===== config.mk =====
export PLATFORM = sky130hd
export DESIGN_NAME = itc_core
export DESIGN_NICKNAME = d
export VERILOG_FILES = /design/src/itc_core.v
export VERILOG_INCLUDE_DIRS = /design/src
export SDC_FILE = /design/constraint.sdc
export NUM_CORES = 1
export LEC_CHECK = 0
export BUFFER_PORTS_ARGS = -buffer_cell sky130_fd_sc_hd__buf_2
export CAP_MARGIN = 40
export CORE_MARGIN = 2
export CORE_UTILIZATION = 40
export DETAILED_ROUTE_END_ITERATION = 10
export GPL_ROUTABILITY_DRIVEN = 0
export PLACE_DENSITY = 0.68
export RECOVER_POWER = 25
export SLEW_MARGIN = 20
export SYNTH_ARGS = -nofsm -noshare
export SYNTH_HDL_FRONTEND = slang
export SYNTH_SLANG_ARGS = --single-unit

===== constraint.sdc =====
create_clock -name clk_i -period 2.21 [get_ports clk_i]
set_input_delay 0.3315 -clock clk_i [delete_from_list [all_inputs] [get_ports clk_i]]
set_output_delay 0.3315 -clock clk_i [all_outputs]
set_load 0.02 [all_outputs]

===== src/itc_consts.vh =====
// Constants for the I2C transfer controller: field positions, bus timing, counts.
// Assumes inclusion by bare name from the core file.
`ifndef ITC_CONSTS_VH
`define ITC_CONSTS_VH
`define ITC_FIFO_DEPTH     4
`define ITC_FIFO_AW        2
`define ITC_CMD_READ_BIT   8
`define ITC_CMD_STOP_BIT   9
`define ITC_STAT_RX_NOT_EMPTY_FLAG_BIT  3
`define ITC_RAW_RDREQ_BIT  5
`define ITC_RAW_TXABRT_BIT 6
`define ITC_RAW_RXFULL_BIT 2
`define ITC_CON_MASTER_BIT 0
`define ITC_CON_SPEED_HI   2
`define ITC_CON_SPEED_LO   1
`define ITC_CON_ADDR10_BIT 4
`define ITC_CON_SLVOFF_BIT 6
`define ITC_CAUSE_SW_BIT   16
`define ITC_TAR_ADDR_HI    9
`define ITC_TAR_GC_BIT     10
`define ITC_TAR_SPECIAL    11
`define ITC_HALF_BIT_NS    40
`define ITC_CLK_NS         5
`define ITC_HALF_BIT_CYC   ((`ITC_HALF_BIT_NS + `ITC_CLK_NS - 1) / `ITC_CLK_NS)
`endif


===== src/itc_core.v =====
// I2C transfer controller: slave receive/transmit flow, master command stream, disable and abort.
// Assumes SCL/SDA arrive asynchronously; each pin is input, output, output enable (low drive).
// Notes on behaviour
// - Slave receive with full FIFO stretches SCL low until space frees.
// - Status bit 3 shows receive FIFO not empty; raw receive-full flag too.
// - Reading data/command returns oldest received byte in bits 7:0 and pops.
// - Slave transmit, ACK with empty TX FIFO: hold SCL, raise read request.
// - Read request sits at raw status bit five, independent of mask.
// - Slave sends back-to-back without stretching while ACK and data remain.
// - ACK of last FIFO byte raises read request again.
// - NACK with bytes queued discards leftovers and signals transmit abort.
// - Flush request is resampled in the core clock domain before clearing TX FIFO.
// - Target address holds 10-bit address plus general-call or start-byte select; core sends only bits 6:0 as a 7-bit address.
// - FIFOs held cleared while disabled; earlier writes are lost.
// - Enabled master with queued command sends START and address byte.
// - Command bit 8 zero writes low byte; one reads, low byte ignored.
// - Master keeps issuing queued reads and writes without software.
// - FIFO empty: stop flag gives STOP, else hold SCL low for next command.
// - Enable-status bit 0 stays high until shutdown completes.
// - Disable without stop flag stays active holding SCL until new command.
// - Abort in master mode issues STOP then flushes; ignored in slave mode.
// - Abort completion raises transmit abort with software-abort cause.
// - After transmit abort TX FIFO held flushed until abort-clear read.
`include "itc_consts.vh"
module itc_core (
    input  wire        clk_i,
    input  wire        rst_b_i,
    input  wire [6:0]  control_config_reg_i,
    input  wire        enable_i,
    input  wire        abort_i,
    input  wire [11:0] target_address_reg_i,
    input  wire [9:0]  own_address_reg_i,
    input  wire [9:0]  cmd_wdata_i,
    input  wire        cmd_write_i,
    input  wire        data_read_i,
    input  wire        abort_clear_read_i,
    input  wire        rd_req_clear_i,
    input  wire        scl_i,
    input  wire        sda_i,
    output wire        scl_o,
    output wire        scl_oe_o,
    output wire        sda_o,
    output wire        sda_oe_o,
    output reg  [7:0]  rx_data_o,
    output wire [7:0]  status_reg_o,
    output wire [7:0]  raw_irq_status_reg_o,
    output reg  [16:0] abort_cause_reg_o,
    output wire        enable_state_reg_o,
    output wire        tx_ready_o
);
    localparam [3:0] S_IDLE = 4'h0, S_START = 4'h1, S_BIT = 4'h2, S_ACK = 4'h3, S_HOLD = 4'h4;
    localparam [3:0] S_STOP = 4'h5, S_SADDR = 4'h6, S_SRX = 4'h7, S_STX = 4'h8, S_SWAIT = 4'h9;
    localparam [3:0] S_RSTR = 4'hA;
    localparam integer HB_CYC = `ITC_HALF_BIT_CYC;
    localparam [7:0] HB = HB_CYC[7:0];
    wire master = control_config_reg_i[`ITC_CON_MASTER_BIT] & control_config_reg_i[`ITC_CON_SLVOFF_BIT];
    // Pin synchronisers
    reg [1:0] scl_s, sda_s;
    reg       scl_d, sda_d;
    always @(posedge clk_i) begin
        if (!rst_b_i) begin
            scl_s <= 2'h3;
            sda_s <= 2'h3;
            scl_d <= 1'b1;
            sda_d <= 1'b1;
        end else begin
            scl_s <= {scl_s[0], scl_i};
            sda_s <= {sda_s[0], sda_i};
            scl_d <= scl_s[1];
            sda_d <= sda_s[1];
        end
    end
    wire scl = scl_s[1];
    wire sda = sda_s[1];
    wire scl_rise = scl & ~scl_d;
    wire scl_fall = ~scl & scl_d;
    wire bus_start = scl & scl_d & sda_d & ~sda;
    wire bus_stop = scl & scl_d & ~sda_d & sda;
    // FIFOs
    reg [9:0] tx_mem [0:`ITC_FIFO_DEPTH-1];
    reg [7:0] rx_mem [0:`ITC_FIFO_DEPTH-1];
    reg [`ITC_FIFO_AW:0] tx_wp, tx_rp, rx_wp, rx_rp;
    reg        abort_hold, rd_req, tx_abort_irq_flag, flush_tgl, flush_s1, flush_s2, flush_s3;
    reg        tx_pop, rx_push, stretch, drive_sda, abort_req, abort_stop;
    reg [7:0]  shreg, rx_byte;
    reg [3:0]  state;
    reg [3:0]  nbits;
    reg [7:0]  cnt;
    reg [9:0]  cur;
    reg        phase, active, sda_out, scl_low, is_read, addr_phase;
    wire tx_empty = (tx_wp == tx_rp);
    wire tx_full = (tx_wp[`ITC_FIFO_AW] != tx_rp[`ITC_FIFO_AW]) &&
                   (tx_wp[`ITC_FIFO_AW-1:0] == tx_rp[`ITC_FIFO_AW-1:0]);
    wire rx_empty = (rx_wp == rx_rp);
    wire rx_full = (rx_wp[`ITC_FIFO_AW] != rx_rp[`ITC_FIFO_AW]) &&
                   (rx_wp[`ITC_FIFO_AW-1:0] == rx_rp[`ITC_FIFO_AW-1:0]);
    wire flush_evt = flush_s2 ^ flush_s3;
    wire tx_clear = ~enable_i | abort_hold | flush_evt;
    wire [9:0] tx_head = tx_mem[tx_rp[`ITC_FIFO_AW-1:0]];
    assign tx_ready_o = ~tx_full & ~tx_clear;
    always @(posedge clk_i) begin
        if (!rst_b_i) begin
            tx_wp <= 0;
            tx_rp <= 0;
        end else if (tx_clear) begin
            tx_wp <= 0;
            tx_rp <= 0;
        end else begin
            if (cmd_write_i && !tx_full) begin
                tx_mem[tx_wp[`ITC_FIFO_AW-1:0]] <= cmd_wdata_i;
                tx_wp <= tx_wp + 1'b1;
            end
            if (tx_pop && !tx_empty)
                tx_rp <= tx_rp + 1'b1;
        end
    end
    always @(posedge clk_i) begin
        if (!rst_b_i) begin
            rx_wp <= 0;
            rx_rp <= 0;
            rx_data_o <= 8'h00;
        end else if (!enable_i) begin
            rx_wp <= 0;
            rx_rp <= 0;
        end else begin
            if (rx_push && !rx_full) begin
                rx_mem[rx_wp[`ITC_FIFO_AW-1:0]] <= rx_byte;
                rx_wp <= rx_wp + 1'b1;
            end
            if (data_read_i && !rx_empty) begin
                rx_data_o <= rx_mem[rx_rp[`ITC_FIFO_AW-1:0]];
                rx_rp <= rx_rp + 1'b1;
            end
        end
    end
    // Flush request toggled by the engine and resampled here before the FIFO clear
    always @(posedge clk_i) begin
        if (!rst_b_i) begin
            flush_s1 <= 1'b0;
            flush_s2 <= 1'b0;
            flush_s3 <= 1'b0;
        end else begin
            flush_s1 <= flush_tgl;
            flush_s2 <= flush_s1;
            flush_s3 <= flush_s2;
        end
    end
    assign status_reg_o = {4'h0, ~rx_empty, 3'h0} | {7'h00, active};
    assign raw_irq_status_reg_o = {1'b0, tx_abort_irq_flag, rd_req, 2'h0, rx_full, 2'h0};
    assign enable_state_reg_o = enable_i | active;
    assign scl_o = 1'b0;
    assign scl_oe_o = scl_low | stretch;
    assign sda_o = 1'b0;
    assign sda_oe_o = drive_sda & ~sda_out;
    // Master and slave engine
    always @(posedge clk_i) begin
        if (!rst_b_i) begin
            state <= S_IDLE;
            cnt <= 8'h00;
            nbits <= 4'h0;
            shreg <= 8'h00;
            rx_byte <= 8'h00;
            cur <= 10'h000;
            phase <= 1'b0;
            active <= 1'b0;
            sda_out <= 1'b1;
            drive_sda <= 1'b0;
            scl_low <= 1'b0;
            stretch <= 1'b0;
            is_read <= 1'b0;
            addr_phase <= 1'b0;
            tx_pop <= 1'b0;
            rx_push <= 1'b0;
            rd_req <= 1'b0;
            tx_abort_irq_flag <= 1'b0;
            abort_hold <= 1'b0;
            flush_tgl <= 1'b0;
            abort_req <= 1'b0;
            abort_stop <= 1'b0;
            abort_cause_reg_o <= 17'h00000;
        end else begin
            tx_pop <= 1'b0;
            rx_push <= 1'b0;
            if (abort_i && master && enable_i)
                abort_req <= 1'b1;
            if (rd_req_clear_i)
                rd_req <= 1'b0;
            if (abort_clear_read_i) begin
                tx_abort_irq_flag <= 1'b0;
                abort_hold <= 1'b0;
                abort_cause_reg_o <= 17'h00000;
            end
            cnt <= (cnt == 8'h00) ? 8'h00 : cnt - 1'b1;
            case (state)
            S_IDLE: begin
                active <= 1'b0;
                drive_sda <= 1'b0;
                scl_low <= 1'b0;
                stretch <= 1'b0;
                if (master && enable_i && !tx_empty && !abort_req) begin
                    state <= S_START;
                    active <= 1'b1;
                    drive_sda <= 1'b1;
                    sda_out <= 1'b0;
                    cnt <= HB;
                    addr_phase <= 1'b1;
                    cur <= tx_head;
                    is_read <= tx_head[`ITC_CMD_READ_BIT];
                    shreg <= {target_address_reg_i[6:0], tx_head[`ITC_CMD_READ_BIT]};
                end else if (!master && enable_i && bus_start)
                    state <= S_SADDR;
                else if (abort_req) begin
                    abort_req <= 1'b0;
                    abort_stop <= 1'b1;
                    state <= S_STOP;
                end
            end
            S_START: if (cnt == 8'h00) begin
                scl_low <= 1'b1;
                nbits <= 4'h8;
                phase <= 1'b0;
                cnt <= HB;
                state <= S_BIT;
            end
            S_BIT: begin
                // Data moves only in the middle of SCL low
                if (!phase && cnt == (HB >> 1)) begin
                    drive_sda <= (nbits == 4'h0) ? (is_read & ~addr_phase) : ~(is_read & ~addr_phase);
                    sda_out <= (nbits == 4'h0) ? (cur[`ITC_CMD_STOP_BIT] || tx_empty) : shreg[7];
                end
                // High time counts only once SCL is seen high
                if (phase && !scl)
                    cnt <= HB;
                else if (cnt == 8'h00) begin
                    cnt <= HB;
                    phase <= ~phase;
                    scl_low <= phase;
                    if (phase) begin
                        shreg <= {shreg[6:0], sda};
                        nbits <= nbits - 1'b1;
                    end else if (nbits == 4'h0)
                        state <= S_ACK;
                end
            end
            S_ACK: if (!scl)
                cnt <= HB;
            else if (cnt == 8'h00) begin
                scl_low <= 1'b1;
                cnt <= HB;
                if (is_read && !addr_phase) begin
                    rx_byte <= shreg;
                    rx_push <= 1'b1;
                end
                addr_phase <= 1'b0;
                if (addr_phase && !is_read) begin
                    shreg <= cur[7:0];
                    nbits <= 4'h8;
                    phase <= 1'b0;
                    state <= S_BIT;
                end else if (addr_phase) begin
                    nbits <= 4'h8;
                    phase <= 1'b0;
                    state <= S_BIT;
                end else begin
                    tx_pop <= 1'b1;
                    state <= S_HOLD;
                end
            end
            S_HOLD: if (!tx_pop) begin
                if (abort_req) begin
                    abort_req <= 1'b0;
                    abort_stop <= 1'b1;
                    state <= S_STOP;
                end else if (cur[`ITC_CMD_STOP_BIT]) begin
                    state <= S_STOP;
                end else if (!tx_empty) begin
                    cur <= tx_head;
                    is_read <= tx_head[`ITC_CMD_READ_BIT];
                    shreg <= tx_head[7:0];
                    nbits <= 4'h8;
                    phase <= 1'b0;
                    cnt <= HB;
                    if (tx_head[`ITC_CMD_READ_BIT] != is_read) begin
                        // Free SDA while SCL is still low
                        drive_sda <= 1'b1;
                        sda_out <= 1'b1;
                        state <= S_RSTR;
                    end else
                        state <= S_BIT;
                end
                // Otherwise keep SCL low, even when disabled
            end
            S_RSTR: if (!scl_low && !scl)
                cnt <= HB;
            else if (cnt == 8'h00) begin
                cnt <= HB;
                if (scl_low)
                    scl_low <= 1'b0;
                else begin
                    // SDA falls while SCL high: repeated start
                    sda_out <= 1'b0;
                    addr_phase <= 1'b1;
                    shreg <= {target_address_reg_i[6:0], is_read};
                    state <= S_START;
                end
            end
            S_STOP: begin
                drive_sda <= 1'b1;
                sda_out <= 1'b0;
                if (!scl_low && !scl)
                    cnt <= HB;
                else if (cnt == 8'h00) begin
                    if (scl_low) begin
                        scl_low <= 1'b0;
                        cnt <= HB;
                    end else begin
                        sda_out <= 1'b1;
                        if (abort_stop) begin
                            abort_stop <= 1'b0;
                            tx_abort_irq_flag <= 1'b1;
                            abort_hold <= 1'b1;
                            abort_cause_reg_o[`ITC_CAUSE_SW_BIT] <= 1'b1;
                        end
                        state <= S_IDLE;
                    end
                end
            end
            S_SADDR: if (scl_rise) begin
                shreg <= {shreg[6:0], sda};
                nbits <= nbits + 1'b1;
                if (nbits == 4'h7) begin
                    if ({shreg[5:0], sda} == own_address_reg_i[6:0]) begin
                        is_read <= sda;
                        state <= sda ? S_STX : S_SRX;
                        stretch <= sda & tx_empty;
                        if (sda && tx_empty)
                            rd_req <= 1'b1;
                    end else
                        state <= S_IDLE;
                    nbits <= 4'h0;
                end
            end
            S_SRX: begin
                if (bus_stop || bus_start) begin
                    state <= bus_start ? S_SADDR : S_IDLE;
                    nbits <= 4'h0;
                end else if (scl_rise) begin
                    shreg <= {shreg[6:0], sda};
                    nbits <= nbits + 1'b1;
                    if (nbits == 4'h7) begin
                        rx_byte <= {shreg[6:0], sda};
                        rx_push <= ~rx_full;
                        stretch <= rx_full;
                        nbits <= 4'h0;
                    end
                end else if (stretch && !rx_full) begin
                    rx_push <= 1'b1;
                    stretch <= 1'b0;
                end
            end
            S_STX: begin
                if (stretch && !tx_empty) begin
                    stretch <= 1'b0;
                    rd_req <= 1'b0;
                end
                if (bus_stop || bus_start) begin
                    state <= bus_start ? S_SADDR : S_IDLE;
                    nbits <= 4'h0;
                end else if (scl_fall && !stretch) begin
                    drive_sda <= (nbits != 4'h8);
                    sda_out <= tx_head[7 - nbits[2:0]];
                end else if (scl_rise && !stretch) begin
                    nbits <= nbits + 1'b1;
                    if (nbits == 4'h8) begin
                        nbits <= 4'h0;
                        tx_pop <= 1'b1;
                        if (sda) begin
                            state <= S_SWAIT;
                        end else if (tx_rp + 1'b1 == tx_wp) begin
                            rd_req <= 1'b1;
                            stretch <= 1'b1;
                        end
                    end
                end
            end
            S_SWAIT: if (!tx_pop) begin
                drive_sda <= 1'b0;
                if (!tx_empty) begin
                    flush_tgl <= ~flush_tgl;
                    tx_abort_irq_flag <= 1'b1;
                    abort_hold <= 1'b1;
                end
                state <= S_IDLE;
            end
            default: state <= S_IDLE;
            endcase
        end
    end
endmodule


==> results of run 1 <==
## power breakdown
| group | switching, mW | total (mW) | leakage, nW | internal, mW |
|---|---|---|---|---|
| Clock | 1.37 | 3.00 | 0.297 | 1.63 |
| Sequential | 0.269 | 3.64 | 1.39 | 3.37 |
| Combinational | 2.41 | 4.54 | 2.33 | 2.13 |
| Total | 4.04 | 11.2 | 4.01 | 7.14 |
## synthesized netlist by cell type, drive strengths merged, types with 5 or more instances
cell type  number
nor2           90
dfxtp          89
nand2          87
edfxtp         72
buf            49
a21oi          44
clkbuf         31
o21ai          29
nand3          23
xor2           19
mux2i          18
mux4           18
inv            17
xnor2          17
a211oi         16
and2           16
nand2b         16
nor3           14
ha             13
nor2b          12
nand4          11
a221oi         10
a311oi         10
a31oi           6
nor4b           6
or2             6
mux2            5
nand3b          5
nor4            5
o22ai           5
or3             5
## layer usage
metal / vias to the layer above / track usage, % / share of wire, %
li1: 3265 / - / -
met1: 3237 / 25.8 / 43
met2: 258 / 31.5 / 47
met3: 40 / 4.69 / 7.4
met4: 0 / 7.29 / 2.6
met5: - / 0 / 0
## metrics by stage
| stage | setup slack (ps) | cell area, um^2 | total power [mW] | cells | hold slack, ps |
|---|---|---|---|---|---|
| finish | 6.04 | 10500 | 11.2 | 1265 | 92.1 |
| global route | -89.2 | 10500 | 11.8 | 1265 | 103 |
| CTS | 0.502 | 10200 | 10.8 | 1251 | 79.9 |
| detailed placement | -70.0 | 9580 | 7.69 | 1216 | 392 |
| global placement | -51.4 | 9580 | 7.65 | 1216 | 393 |
| floorplan | 24.6 | 8420 | 6.22 | 851 | 386 |
## state kept, by name, summed over array words and instances (netlist names), 4 cells and up, named ones only
| register | count |
|---|---|
| tx_mem | 40 |
| rx_byte | 8 |
| cur | 9 |
| state | 4 |
| rx_data_o | 8 |
| cnt | 8 |
| nbits | 4 |
| shreg | 8 |
| rx_mem | 32 |
## final timing paths
| check | endpoint | cells after the start |
|---|---|---|
| worst max-delay path | sda_out | 7 |
| worst min-delay path | scl_s[0] | 2 |
| worst max register to register | sda_out | 7 |
| worst min register to register | sda_s[1] | 1 |
## repair_timing
action / 4_1_cts / 5_1_grt
endpoints found under the hold margin: 0 / 0
setup buffers: 3 / 13
cloned: 0 / 1
endpoints found under the setup margin: 11 / 27
pin swaps: 7 / 14
gates resized for setup: 6 / 36
## layout make-up
cell class	instances	area share, %
multi-input combinational	592	39.3
sequential	161	37.8
clock buffer	17	4.06
inverter	18	0.645
timing repair buffer	192	13.2
tap	270	3.22
clock inverter	15	1.78
## cells by family after synthesis
logic type	after synthesis	share of synthesized area, %
other	1	0.0451
muxes	41	7.72
adders and majority gates	13	1.96
AOI/OAI and AO/OA	163	13.9
and+or+nand+nor	310	18.7
DFF	161	47.4
xor gates and xnor gates	36	4.06
buffers and inverters	98	6.10
## worst max-delay path, stage by stage, from the launching register on
cell and delay [ps]:
dfxtp_2 360, buf_12 130, mux4_2 540, mux4_2 480, nor2_1 170, a21oi_2 70
a31oi_2 240, mux2i_1 90
==> metrics, run 1 <==
count of input and output buffers 53; IO Count 96; CTS clk-pin slew, worst paths 70 ps; Final setup viols 0; Clock Tree Root clkbuf_16; die area around 0.022 mm^2; GRT overflow 0; All-Layer GR Usage 19.6%; proportion of layout cells with a drive suffix above 1 28.4%; Final ANT Viol Nets 0; commonest non-fill, non-tap cell in the layout buf_4; clock sinks about 160; critical path peak fanout 6; CTS tree yes; Power Density 1070 mW/mm^2; number of flops mapped to enable cells by yosys ~70; fmax between 400 and 500 MHz; Initial Utilization approximately two fifths; Lkg Pwr between 4 and 5 nW; final WL between 20 and 25 mm; Clock H-tree levels 4; multi-input logic area between 0.004 and 0.005 mm^2; Crit. End Element register; kind of critical path register to register; asr flop ratio synth 0%; VDD IR max around 0.00074 V; antenna violations before repair 0; drt wl/cell approximately 17 um; number of global-route vias before repair about 6,500; # rows 52; Final Skew 12.0 ps; initial DRC count 592; vias per inst around 5.4; max cap viols 0; Area Growth Syn to Fin 26.1%; Hold-fix buffers, CTS 0; Crit path arrival time 2510 ps; setup TNS 0 ps; Final Max Slew Viols 0; Die W around 150 um; register area around 0.0040 mm^2; reg2reg setup slack 6 ps; largest area contributor in the netlist edfxtp_1; dominant cells by area after synthesis edfxtp_1 26%, dfxtp_1 21%, mux4_2 4.9%, nor2_1 4.1%, nand2_1 3.9%; commonest non-fill, non-tap cells in the layout 132 x buf_4, 88 x nor2_1, 87 x nand2_1, 77 x dfxtp_1, 72 x edfxtp_1; # diodes 0; Worst Max-Slew Pin Slew between 600 and 700 ps; detailed-route via count ~6,800; status finished, final reports clean; Final #Nets ~1,000; DRC 0; pin count of the biggest net entering global routing 51; Syn Area/Cell slightly above 10 um^2; final hold viol count 0; Core ar. ~0.020 mm^2; relative slew slack approximately three fifths; 1st-pass router iterations 5; global-route wire length before repair around 34 mm; FILL cells approximately 1,800; Yosys warnings 0; DP HPWL 15.6 mm; post-synth top area share about a quarter; Vert. Die Dim around 150 um; Hold WC Path Type input pin to register; mapped cell area ~0.0083 mm^2; min-delay src scl_i; Post-Synthesis Cells about 820; Final Cycle Share between 90% and 100%; sequential area share after synthesis 47.4%; Yosys reg bits between 150 and 200; CP Launch Type register; Primary FF master, synth dfxtp_1; clk_lat worst skew ~430 ps; Yosys cell types 82; post-route minimum period roughly 2200 ps; unrepaired setup endpoints after global routing true; CTS Buf Count 17; Core Util, Final between 50% and 60%; clock buffer depth 2; Worst EP required 2520 ps
(Power assumes the default switching activity.)
==> run 2, diff against run 1 <==
--- a/config.mk
+++ b/config.mk
@@ -12,8 +12,8 @@
 export CORE_UTILIZATION = 40
 export DETAILED_ROUTE_END_ITERATION = 10
 export GPL_ROUTABILITY_DRIVEN = 0
+export MAX_ROUTING_LAYER = met4
 export PLACE_DENSITY = 0.68
-export RECOVER_POWER = 25
 export SLEW_MARGIN = 20
 export SYNTH_ARGS = -nofsm -noshare
 export SYNTH_HDL_FRONTEND = slang
==> run 2 against run 1 <==
  * Hold slack worse by 1.1 ps
  * Utilization up 0.12 points
  * Final area increased by 0.24%
  * Critical path depth unchanged
  * Sequential cell count unchanged
  * Via count is 0.87% higher
  * Worst setup slack better by 22 ps
  * First-iteration DRC count grew 13%
  * Die area stayed put
  * Clock-buffer cell count unchanged
  * Total power grew 0.72%
  * Combinational power rose by 1%
==> metrics, run 2 (synthesis results as in run 1) <==
P_int between 7 and 8 mW; relative slew slack approximately 59%; status finished, final reports clean; die area between 0.02 and 0.025 mm^2; dpl cells 1,216; Final #Nets between 1,000 and 1,500; clock buffer depth 2; Initial Utilization 40.9%; GRT overflow 0; CTS clk-pin slew, worst paths about 70 ps; post-route minimum period ~2200 ps; max reg flops 40; Core ar. around 0.020 mm^2; Power Density ~1100 mW/mm^2; Sw Share a little over a third; IO Count 96; Worst Max-Slew Pin Slew ~620 ps; kind of critical path register to register; vias per inst roughly 5.4; fmax roughly 460 MHz; commonest non-fill, non-tap cell in the layout buf_4; Clock power frac a little over a quarter; All-Layer GR Usage 20.2%; critical path peak fanout 6; VDD IR max around 0.00070 V; Seq pwr share approximately 32%; Final setup viols 0; number of global-route vias before repair around 6,500; CTS tree yes; antenna violations before repair 0; pin count of the biggest net entering global routing 51; Hold WC Path Type input pin to register; Final Cycle Share a little over nine tenths; Crit. End Element register; power after layout approximately 11 mW; CP Launch Type register; Vert. Die Dim around 150 um; count of input and output buffers 53; global-route wire length before repair between 30 and 40 mm; proportion of layout cells with a drive suffix above 1 between 20% and 30%; Gate power share between 40% and 50%; final hold viol count 0; commonest non-fill, non-tap cells in the layout 128 x buf_4, 88 x nor2_1, 86 x nand2_1, 76 x dfxtp_1, 72 x edfxtp_1; initial DRC count between 600 and 700; Final Skew about 12 ps; Die W 148 um; Crit path arrival time approximately 2500 ps; Worst EP required 2520 ps; drt wl/cell 17.2 um; Final ANT Viol Nets 0; Clock Tree Root clkbuf_16; DP HPWL about 16 mm; 1st-pass router iterations 8; # diodes 0; Clock H-tree levels 4; Area Growth Syn to Fin 26.4%; detailed-route via count 6,859; clock sinks about 160; Finished Layout Cells 1,263; clk_lat worst skew 430 ps; Lkg Pwr about 4.0 nW; Final Hold Slack between 90 and 100 ps; CTS Buf Count 17; DRC 0; Hold-fix buffers, CTS 0; max cap viols 0; # rows 52; Final Max Slew Viols 0; final WL between 20 and 25 mm; Sw Pwr roughly 4 mW
run 2: path summary, 6_finish.rpt:
| kind | slack [ps] | endpoint | depth (start not counted) | start |
|---|---|---|---|---|
| max | 30 | sda_out | 7 | register |
| min | 90 | scl_s[0] | 2 | scl_i |
| max reg2reg | 30 | sda_out | 7 | register |
| min reg2reg | 410 | sda_s[1] | 1 | sda_s[0] |
run 2: layer usage:
metal  global-route usage [%]  share of wire, %
met3                     4.57               7.4
met1                     26.0                43
met4                     7.52               2.5
met5                        -                 0
met2                     31.3                47
run 2: timing repair:
action,in CTS,in global routing
setup endpoints to repair,11,27
hold endpoints to repair,0,0
gates resized for setup,6,41
buffers inserted,3,10
pin swaps,7,17
gates cloned,0,2
run 2: final cells by class:
class                           instances  area, um^2
Fill cell                            1823        9800
Multi-Input combinational cell        592        4130
Sequential cell                       161        3960
Timing Repair Buffer                  190        1400
Clock buffer                           17         425
Tap cell                              270         338
Clock inverter                         15         186
Inverter                               18        67.6
run 2: power groups by stage:
stage	registers, mW	logic (mW)	clock network [mW]
6_report	3.65	4.60	3.01
2_1_floorplan	3.62	2.60	0
3_5_place_dp	3.68	4.01	0
5_1_grt	3.68	4.97	3.18
4_1_cts	3.62	4.14	3.06
3_3_place_gp	3.68	3.97	0
run 2: per-stage QoR:
step / setup slack (ps) / util (%) / setup TNS [ps] / instance area [um^2]
5_1_grt: -55.8 / 51.7 / -203 / 10500
3_3_place_gp: -51.4 / 47.2 / -336 / 9580
4_1_cts: 0.502 / 50.5 / 0 / 10200
3_5_place_dp: -70.0 / 47.2 / -289 / 9580
2_1_floorplan: 24.6 / - / 0 / 8420
6_report: 28.3 / 51.7 / 0 / 10500
run 2: critical path: stages, from the launching register on:
cell and delay (ps):
dfxtp_2 360, buf_12 130, mux4_2 540, mux4_2 470
nor2_1 160, a21oi_2 70, a31oi_2 230, mux2i_1 90
